==> src/scan_pkg.sv <==
/*
 * constants, field positions, reset values and state type of the frequency-scan
 * control block.
 * assumes: one master clock domain (pclk); all pins except the apb bus reach it through synchronisers.
 */
package scan_pkg;

    // ----------------------------------------------------------------
    // datapath widths and fixed values
    // ----------------------------------------------------------------
    localparam int          FREQ_W    = 24;
    localparam int          DAC_W     = 10;
    localparam int          WORD_BITS = 16;
    localparam logic [9:0]  MIDSCALE  = 10'h200;
    localparam logic [4:0]  LAST_BIT  = 5'h0F;

    // ----------------------------------------------------------------
    // serial word target codes (top four bits; the interval code is the top two)
    // ----------------------------------------------------------------
    localparam logic [3:0]  ADDR_CFG      = 4'h0;
    localparam logic [3:0]  ADDR_NINCR    = 4'h1;
    localparam logic [3:0]  ADDR_STEP_LO  = 4'h2;
    localparam logic [3:0]  ADDR_STEP_HI  = 4'h3;
    localparam logic [1:0]  ADDR_INTERVAL = 2'h1;
    localparam logic [3:0]  ADDR_START_LO = 4'hC;
    localparam logic [3:0]  ADDR_START_HI = 4'hD;

    // ----------------------------------------------------------------
    // configuration word bit positions and reset value
    // ----------------------------------------------------------------
    localparam int          CFG_EXT_INCR   = 5;
    localparam int          CFG_SIGN_OE    = 8;
    localparam int          CFG_STATUS_OE  = 9;
    localparam int          CFG_STATUS_SRC = 10;
    localparam logic [11:0] CFG_RESET      = 12'h000;

    // ----------------------------------------------------------------
    // synchroniser lanes and their reset levels
    // ----------------------------------------------------------------
    localparam int          SYNC_W    = 6;
    localparam int          IN_DIN    = 0;
    localparam int          IN_FS     = 1;
    localparam int          IN_SCLK   = 2;
    localparam int          IN_TRIG   = 3;
    localparam int          IN_ABORT  = 4;
    localparam int          IN_STBY   = 5;
    localparam logic [5:0]  SYNC_RST  = 6'h06;   // frame and serial clock idle high

    // ----------------------------------------------------------------
    // apb register byte offsets
    // ----------------------------------------------------------------
    localparam logic [7:0]  REG_CONTROL = 8'h00;
    localparam logic [7:0]  REG_STATUS  = 8'h04;
    localparam logic [7:0]  REG_FREQ    = 8'h08;
    localparam logic [7:0]  REG_CONFIG  = 8'h0C;
    localparam logic [7:0]  REG_WORD    = 8'h10;
    localparam int          CTL_ABORT   = 0;
    localparam int          CTL_START   = 1;

    typedef enum logic [1:0] {S_IDLE, S_RUN, S_HOLD} scan_state_t;

endpackage

==> src/edge_sync.sv <==
/*
 * multi-lane two flip-flop synchroniser with edge detection.
 * assumes: inputs are asynchronous to clk; edges are wider than two clk periods.
 */
`timescale 1ns/1ps
`default_nettype none
module edge_sync #(
    parameter int             W       = 1,
    parameter logic [W-1:0]   RST_VAL = '0
) (
    input  wire logic         clk,
    input  wire logic         rst_n,
    input  wire logic [W-1:0] din,
    output logic      [W-1:0] level,
    output logic      [W-1:0] rise,
    output logic      [W-1:0] fall
);

    typedef struct packed {
        logic [W-1:0] s1;
        logic [W-1:0] s2;
        logic [W-1:0] s3;
    } sync_state_t;

    sync_state_t q;
    sync_state_t d;

    // ----------------------------------------------------------------
    // shift chain: s1 feeds only s2, edges compare s2 with s3
    // ----------------------------------------------------------------
    always_comb
    begin
        d    = q;
        d.s1 = din;
        d.s2 = q.s1;
        d.s3 = q.s2;
    end

    always_ff @(posedge clk or negedge rst_n)
    begin
        if (!rst_n)
            q <= {RST_VAL, RST_VAL, RST_VAL};
        else
            q <= d;
    end

    // edge outputs from the settled stages only
    assign level = q.s2;
    assign rise  = q.s2 & ~q.s3;
    assign fall  = ~q.s2 & q.s3;

endmodule
`default_nettype wire

==> src/freq_scan_core.sv <==
/*
 * frequency-scan control: serial word loader, scan state machine, phase
 * accumulator, dac code, status and sign outputs, apb register slave.
 * assumes: all pins except the apb bus are asynchronous to pclk and slow against it.
 */
`timescale 1ns/1ps
`default_nettype none
module freq_scan_core #(
    parameter int ADDR_W = 8
) (
    input  wire logic                      pclk,
    input  wire logic                      presetn,
    input  wire logic                      psel,
    input  wire logic                      penable,
    input  wire logic                      pwrite,
    input  wire logic [ADDR_W-1:0]         paddr,
    input  wire logic [31:0]               pwdata,
    output logic      [31:0]               prdata,
    output logic                           pready,
    output logic                           pslverr,
    input  wire logic                      sclk,
    input  wire logic                      frame_sync_n,
    input  wire logic                      serial_din,
    input  wire logic                      scan_trigger,
    input  wire logic                      abort_in,
    input  wire logic                      standby,
    output logic      [scan_pkg::DAC_W-1:0] dac_code,
    output logic                           scan_status_out,
    output logic                           scan_status_oe,
    output logic                           sign_bit_out,
    output logic                           sign_bit_oe
);
    import scan_pkg::*;

    typedef struct packed {
        scan_state_t       fsm;
        logic [FREQ_W-1:0] phase;
        logic [FREQ_W-1:0] freq;
        logic [FREQ_W-1:0] start;
        logic [FREQ_W-1:0] step;
        logic [11:0]       cfg;
        logic [11:0]       nincr;
        logic [11:0]       count;
        logic [13:0]       interval;
        logic [13:0]       timer;
        logic [4:0]        bitcnt;
        logic [15:0]       shreg;
        logic [15:0]       last_word;
        logic [DAC_W-1:0]  dac;
        logic              status_out;
        logic              status_oe;
        logic              sign_out;
        logic              sign_oe;
        logic              pready;
        logic              pslverr;
        logic [31:0]       prdata;
    } core_state_t;

    core_state_t       q;
    core_state_t       d;
    logic [SYNC_W-1:0] s_lvl;
    logic [SYNC_W-1:0] s_rise;
    logic [SYNC_W-1:0] s_fall;
    logic              word_done;
    logic [15:0]       word;
    logic              reset_req;
    logic              trig_evt;
    logic              step_evt;
    logic              inc_pulse;
    logic              soft_abort;
    logic              soft_start;
    logic              apb_write;
    logic [DAC_W-1:0]  dac_next;
    logic [13:0]       dwell;

    // ----------------------------------------------------------------
    // pin synchronisers
    // ----------------------------------------------------------------
    edge_sync #(
        .W       (SYNC_W),
        .RST_VAL (SYNC_RST)
    ) u_sync (
        .clk   (pclk),
        .rst_n (presetn),
        .din   ({standby, abort_in, scan_trigger, sclk, frame_sync_n, serial_din}),
        .level (s_lvl),
        .rise  (s_rise),
        .fall  (s_fall)
    );

    // ----------------------------------------------------------------
    // next-state logic
    // ----------------------------------------------------------------
    always_comb
    begin
        d          = q;
        word_done  = 1'b0;
        word       = {q.shreg[14:0], s_lvl[IN_DIN]};
        step_evt   = 1'b0;
        inc_pulse  = 1'b0;
        dac_next   = q.dac;
        dwell      = (q.interval == 14'h0000) ? 14'h0000 : q.interval - 14'h0001;
        apb_write  = psel && penable && q.pready && pwrite && !q.pslverr;
        soft_abort = apb_write && (paddr == ADDR_W'(REG_CONTROL)) && pwdata[CTL_ABORT];
        soft_start = apb_write && (paddr == ADDR_W'(REG_CONTROL)) && pwdata[CTL_START];
        trig_evt   = s_rise[IN_TRIG] || soft_start;
        reset_req  = 1'b0;

        // apb setup cycle: answer in the first access cycle
        d.pready  = 1'b0;
        d.pslverr = 1'b0;
        if (psel && !penable)
        begin
            d.pready = 1'b1;
            if (paddr == ADDR_W'(REG_CONTROL))
                d.prdata = 32'h0000_0000;
            else if (paddr == ADDR_W'(REG_STATUS))
                d.prdata = {14'h0000, q.fsm, 4'h0, q.count};
            else if (paddr == ADDR_W'(REG_FREQ))
                d.prdata = {8'h00, q.freq};
            else if (paddr == ADDR_W'(REG_CONFIG))
                d.prdata = {20'h0_0000, q.cfg};
            else if (paddr == ADDR_W'(REG_WORD))
                d.prdata = {16'h0000, q.last_word};
            else
            begin
                d.prdata  = 32'h0000_0000;
                d.pslverr = 1'b1;
            end
        end

        // everything below stands still while standby is high
        if (!s_lvl[IN_STBY])
        begin
            // serial loader: frame high clears the bit counter
            if (s_lvl[IN_FS])
                d.bitcnt = 5'h00;
            else if (s_fall[IN_SCLK])
            begin
                d.shreg = word;
                if (q.bitcnt == LAST_BIT)
                begin
                    word_done = 1'b1;
                    d.bitcnt  = 5'h00;
                end
                else
                    d.bitcnt = q.bitcnt + 5'h01;
            end

            // word decode by the top four bits; the interval by the top two
            if (word_done)
            begin
                d.last_word = word;
                if (word[15:12] == ADDR_CFG)
                begin
                    d.cfg     = word[11:0];
                    reset_req = 1'b1;
                end
                else if (word[15:12] == ADDR_NINCR)
                    d.nincr = word[11:0];
                else if (word[15:12] == ADDR_STEP_LO)
                    d.step[11:0] = word[11:0];
                else if (word[15:12] == ADDR_STEP_HI)
                    d.step[23:12] = word[11:0];
                else if (word[15:14] == ADDR_INTERVAL)
                    d.interval = word[13:0];
                else if (word[15:12] == ADDR_START_LO)
                    d.start[11:0] = word[11:0];
                else if (word[15:12] == ADDR_START_HI)
                    d.start[23:12] = word[11:0];
            end

            if (s_rise[IN_ABORT] || soft_abort)
                reset_req = 1'b1;

            // scan state machine; reset wins over trigger
            case (q.fsm)
                S_RUN:
                begin
                    if (q.cfg[CFG_EXT_INCR])
                        step_evt = s_rise[IN_TRIG];
                    else if (q.timer == 14'h0000)
                    begin
                        step_evt = 1'b1;
                        d.timer  = dwell;
                    end
                    else
                        d.timer = q.timer - 14'h0001;
                end
                default:
                begin
                    if (trig_evt)
                    begin
                        d.freq  = q.start;
                        d.count = 12'h000;
                        d.timer = dwell;
                        d.fsm   = (q.nincr == 12'h000) ? S_HOLD : S_RUN;
                    end
                end
            endcase

            if (step_evt)
            begin
                d.freq    = q.freq + q.step;
                d.count   = q.count + 12'h001;
                inc_pulse = 1'b1;
                if (q.count + 12'h001 == q.nincr)
                    d.fsm = S_HOLD;
            end

            if (reset_req)
            begin
                d.fsm   = S_IDLE;
                d.count = 12'h000;
                d.timer = 14'h0000;
            end

            // phase accumulator and dac code; idle forces midscale
            if (q.fsm == S_IDLE)
            begin
                d.phase  = '0;
                dac_next = MIDSCALE;
            end
            else
            begin
                d.phase  = q.phase + q.freq;
                dac_next = q.phase[FREQ_W-1 -: DAC_W];
            end
            d.dac = dac_next;

            // gated digital outputs
            d.status_oe  = q.cfg[CFG_STATUS_OE];
            d.status_out = q.cfg[CFG_STATUS_OE]
                         & (q.cfg[CFG_STATUS_SRC] ? inc_pulse : (q.fsm == S_HOLD));
            d.sign_oe    = q.cfg[CFG_SIGN_OE];
            d.sign_out   = q.cfg[CFG_SIGN_OE] & ~dac_next[DAC_W-1];
        end
    end

    // ----------------------------------------------------------------
    // state register
    // ----------------------------------------------------------------
    always_ff @(posedge pclk or negedge presetn)
    begin
        if (!presetn)
        begin
            q           <= '0;
            q.fsm       <= S_IDLE;
            q.cfg       <= CFG_RESET;
            q.dac       <= MIDSCALE;
        end
        else
            q <= d;
    end

    // outputs straight from flops
    assign prdata          = q.prdata;
    assign pready          = q.pready;
    assign pslverr         = q.pslverr;
    assign dac_code        = q.dac;
    assign scan_status_out = q.status_out;
    assign scan_status_oe  = q.status_oe;
    assign sign_bit_out    = q.sign_out;
    assign sign_bit_oe     = q.sign_oe;
endmodule
`default_nettype wire

==> config.mk <==
export PLATFORM = sky130hd
export DESIGN_NAME = freq_scan_core
export DESIGN_NICKNAME = d
export VERILOG_FILES = /design/src/scan_pkg.sv /design/src/edge_sync.sv /design/src/freq_scan_core.sv
export SDC_FILE = /design/constraint.sdc
export NUM_CORES = 1
export LEC_CHECK = 0
export BUFFER_PORTS_ARGS = -buffer_cell sky130_fd_sc_hd__buf_4
export CAP_MARGIN = 20
export CORE_ASPECT_RATIO = 0.6
export CORE_UTILIZATION = 50
export CTS_CLUSTER_DIAMETER = 30
export DETAILED_ROUTE_END_ITERATION = 10
export GPL_ROUTABILITY_DRIVEN = 0
export GPL_TIMING_DRIVEN = 0
export PLACE_DENSITY = 0.73
export SLEW_MARGIN = 10
export SYNTH_ARGS = -nofsm -noshare
export SYNTH_HDL_FRONTEND = slang
export SYNTH_SLANG_ARGS = --single-unit
==> constraint.sdc <==
create_clock -name pclk -period 2.9 [get_ports pclk]
set_input_delay 0.58 -clock pclk [delete_from_list [all_inputs] [get_ports pclk]]
set_output_delay 0.58 -clock pclk [all_outputs]
set_load 0.02 [all_outputs]
[After elaboration in Yosys (flattened, before gate mapping)]
Cells that the tools add are included.
Cells by class
  bitwise logic cells: 15
  reductions and logical operators: 35
  $add $sub $neg: 6
  multiplexer cells: 51
  equality and inequality tests: 17
Operator list (count)
  $mux W24: 7
  $mux W14: 6
  $add A24 B24 Y24: 2
  $mux W12: 4
  $mux W34: 1
  $mux W16: 2
  $logic_not A14 Y1: 2
  $sub A14 B1 Y14 const B: 2
  $mux W21: 1
  $mux W1: 20
  $mux W10: 2
  $eq A8 B4 Y1 const B: 2
  $reduce_and A3 Y1: 5
  $add A12 B1 Y12 const B: 1
  $eq A12 B12 Y1: 1
  $logic_not A12 Y1: 1
  $mux W2: 6
  $mux W5: 2
  $not A1 Y1: 9
  $reduce_and A9 Y1: 1
  $eq A4 B2 Y1 const B: 2
  $eq A4 B4 Y1 const B: 2
  $eq A8 B3 Y1 const B: 1
  $eq A8 B5 Y1 const B: 1
  26 further kinds: 41
Word-level totals
  register bits: 264

[Depth between registers and ports, before layout]
  word-level depth: 12
  gate-level depth with buffers: 12
  gate-level depth less buffers: 11

[Modules after synthesis]
A second synthesis with hierarchy kept.
Second synthesis, totals
  cells, all modules: 1432
  area total of the unflattened synthesis: 14081.0 µm²
By module, submodules not included
  freq_scan_core: instances 1, area an instance 13472.9 µm², cells an instance 1396
  edge_sync: instances 1, area an instance 608.1 µm², cells an instance 36

[Worst setup path before layout]
OpenSTA, ideal clock, no wires.
  kind: reg-to-reg
  from: reg q[197] (netlist bit)
  to: reg q[243] (netlist bit)
  arrival time: 2.685 ns
  stages on the path, launching flop included: 11
  path buffers: 0
  period minus slack after synthesis: 2.809 ns
  required time: 2.776 ns
  path slack: 0.091 ns
  cell sequence: dfrtp_1 -> ha_1 -> fa_1 -> a211oi_1 -> nor3_1 -> o31a_1 -> a21o_1 -> nor3b_1 -> o31ai_1 -> a21o_1 -> a211o_1
On the way
  word-level cells in the longest chain between the ends: 2
RTL lines
  from (decl): line freq_scan_core.sv:59  | core_state_t q;
  $add A24 B24 Y24: line freq_scan_core.sv:226  | d.phase = q.phase + q.freq;
  $mux W24: line freq_scan_core.sv:219  | if (q.fsm == S_IDLE)
Every way passes these cells.
A chain may end at the register's enable or synchronous reset.

[Worst setup path in the final report]
  from: reg q[199] (netlist bit)
  to: reg q[237] (netlist bit)
Same word-level chain as after synthesis.

==> flow_summary.yaml <==
place:
  io_buffers: 59
  dpl-instance-area_sq_um: 14900
  hpwl_microns: 27800
finish:
  area_delta_synth_final_pct: 18.8
  fin_nets: 1643
  fin_util_pct: 61.5
  fin_area_sq_um: 16500
  final_common_cell: "dfrtp_1"
  drive_gt1_share_pct: 22.8
  fillCellCount: 2265
  final_cell_mix: "dfrtp_1, nand2_1, buf_4"
  n_antenna_cell: 0
timing:
  setup_violations: 0
  finalCritPeriodShare_pct: 98.6
  fin_crit_ns: 2.86
  skew_ns: 0.0372
  whs_ns: 0.143
  slew_headroom_pct: 39.4
  final_hold_viol_count: 0
  fmax_mhz: 350
  rsz0062_at_grt: "true"
  worst_pin_slew_ns: 0.909
  drv_slew: 0
cts:
  cts_max_path_buffers: 3
  cts_buffers: 38
  root_buffer: "clkbuf_16"
  cts_tree: "yes"
  clkSlewWorstSetupHoldPaths_ns: 0.06
  cts.htree.levels: 2
  clk_latency_ns: 0.55
  cts.sink_count: 253
route:
  drt-total-wl_microns: 39300
  met2_length_microns: 15900
  drc: 0
  via_per_inst: 6.08
  met1_length_microns: 18600
  first_iter_violations: 1326
  firstDrtPassIters: 6
  vias: 11699
  wl_per_cell_microns: 20.4
  top_layer: "met5"
  routed-wl-met3_microns: 4010
  ant_nets: 0
synthesis:
  synth_edf_count: 0
  synth-seq-cells: 253
  syn_area_per_cell_sq_um: 9.79
  synth_cell_types: 76
  async_reset_ff_share_pct: 100
  yosysSeqAreaShare_pct: 45.6
  syn_inst: 1418
  yosysWarnings: 0
  syn_area_sq_um: 13900
  synth_flop_cell: "dfrtp_1"
floorplanning:
  die_w_microns: 217
  ios: 99
  dieArea_sq_um: 28500
  die_h_microns: 131
  fp-row-count: 46
  core_area_sq_um: 26800
  initial_core_util_pct: 51.8
hold_path:
  hold_path.class: "in2reg"
  hold_depth: 1
  worstHoldStart: "frame_sync_n"
  hold_end: "u_sync.d[7]"
critical_path:
  reg2reg_to: "q[237]"
  rr_worst_depth: 9
  cp.arrival_ns: 3.33
  critPathMaxFanout: 5
  startpoint_type: "flop"
  criticalPathCategory: "reg2reg"
  cp_data_required_time_ns: 3.37
  r2r_slack_ns: 0.04
  r2r_start: "q[199]"
  endpoint_kind: "flop"
grt:
  grt_first_pass_wirelength_microns: 60700
  globalRouteOverflowTotal: 0
  grt_max_degree: 108
  grt_pass1_vias: 10839
  grt_usage_pct: 27.7
  antenna_found_initial: 0
pwr:
  p_leak_nw: 7.91
  max-vdd-ir-drop_uv: 396
  power.density_nw_per_um2: 572
job:
  max-cap-violations: 0
run_status:
  status: "completed"
==> metrics by stage <==
step | worst slack [ns] | cells | setup TNS [ns] | total power [mW]
2_1_floorplan | 0.0912 | 1425 | 0 | 4.32
3_3_place_gp | -0.795 | 1844 | -202.72 | 4.73
3_5_place_dp | -0.402 | 1846 | -17.15 | 4.77
4_1_cts | 0.00540 | 1916 | 0 | 9.42
5_1_grt | -0.0522 | 1924 | -0.0914 | 9.72
6_report | 0.0401 | 1924 | 0 | 9.44
==> registers in the layout, indices dropped and copies added, names as in the netlist <==
name	cells
q	198
prdata	24
dac_code	10
u_sync.d	6
u_sync.level	6
u_sync.q	3
pready	1
pslverr	1
scan_status_oe	1
scan_status_out	1
sign_bit_oe	1
sign_bit_out	1
==> final cells by class <==
type | count | area [sq um] | share of cell area [%]
Multi-Input combinational cell | 1017 | 7040 | 42.7
Sequential cell | 253 | 6350 | 38.5
Clock buffer | 45 | 1020 | 6.18
Buffer | 120 | 643 | 3.90
Timing Repair Buffer | 77 | 628 | 3.81
Tap cell | 360 | 450 | 2.73
Clock inverter | 20 | 248 | 1.50
Inverter | 32 | 120 | 0.728
==> worst max-delay path by stage <==
stage / start / to / slack [ns] / cells after the start
2_1_floorplan: q[197] / q[243] / 0.09 / 10
4_1_cts: q[200] / q[238] / 0.005 / 9
3_3_place_gp: presetn / q[101] / -0.80 / 1
6_report: q[199] / q[237] / 0.04 / 9
5_1_grt: q[202] / q[238] / -0.05 / 9
3_5_place_dp: q[204] / q[219] / -0.40 / 9
==> timing repair <==
action                                  in CTS  in global routing
buffers inserted                             6                  9
endpoints found under the setup margin      86                 93
resized for setup                           23                 34
hold endpoints to repair                    39                  0
pin swaps                                    9                 22
hold buffers                                 1                  0
==> critical path: stages (launching register included) <==
cell and delay, ns:
dfrtp_1 0.51, ha_1 0.45, a211oi_4 0.33, nor3_2 0.07, o31a_1 0.35, a21o_1 0.22
a21oi_2 0.19, o21bai_1 0.11, a2111oi_0 0.40, or3_1 0.17
==> where the power goes <==
part / leakage, nW / switching, mW / total, mW / internal, mW
logic: 3.84 / 0.729 / 1.06 / 0.333
registers: 3.46 / 0.116 / 3.75 / 3.63
clock network: 0.607 / 1.74 / 4.63 / 2.89
total: 7.91 / 2.58 / 9.44 / 6.86
==> kinds of logic after synthesis <==
kind of cell / count (synthesis) / synth area share [%]
simple gates: 418 / 14.6
compound gates: 379 / 17.5
flops: 253 / 45.6
buf+inv: 155 / 5.50
mux: 108 / 8.66
fa+ha+maj: 53 / 4.88
xor+xnor: 51 / 3.22
other cells: 1 / 0.0270
==> synth_stat cells, drive strengths merged (21+ instances only) <==
cell type / count / area [sq um]
o31ai: 24 / 180
o21ai: 115 / 583
inv: 32 / 120
ha: 51 / 638
a21o: 25 / 188
a22o: 21 / 184
nor3: 40 / 216
nand3: 28 / 140
nor2: 73 / 282
a21oi: 89 / 445
dfrtp: 247 / 6180
clkbuf: 54 / 204
mux2: 97 / 1090
nand2: 170 / 638
xnor2: 31 / 272
buf: 69 / 439
==> per-layer routing <==
layer	GRT usage (%)	vias up
met4	7.95	2
met2	38.2	564
li1	-	5298
met3	7.27	64
met1	42.0	5771
met5	2.83	-
(Power assumes the default switching activity.)
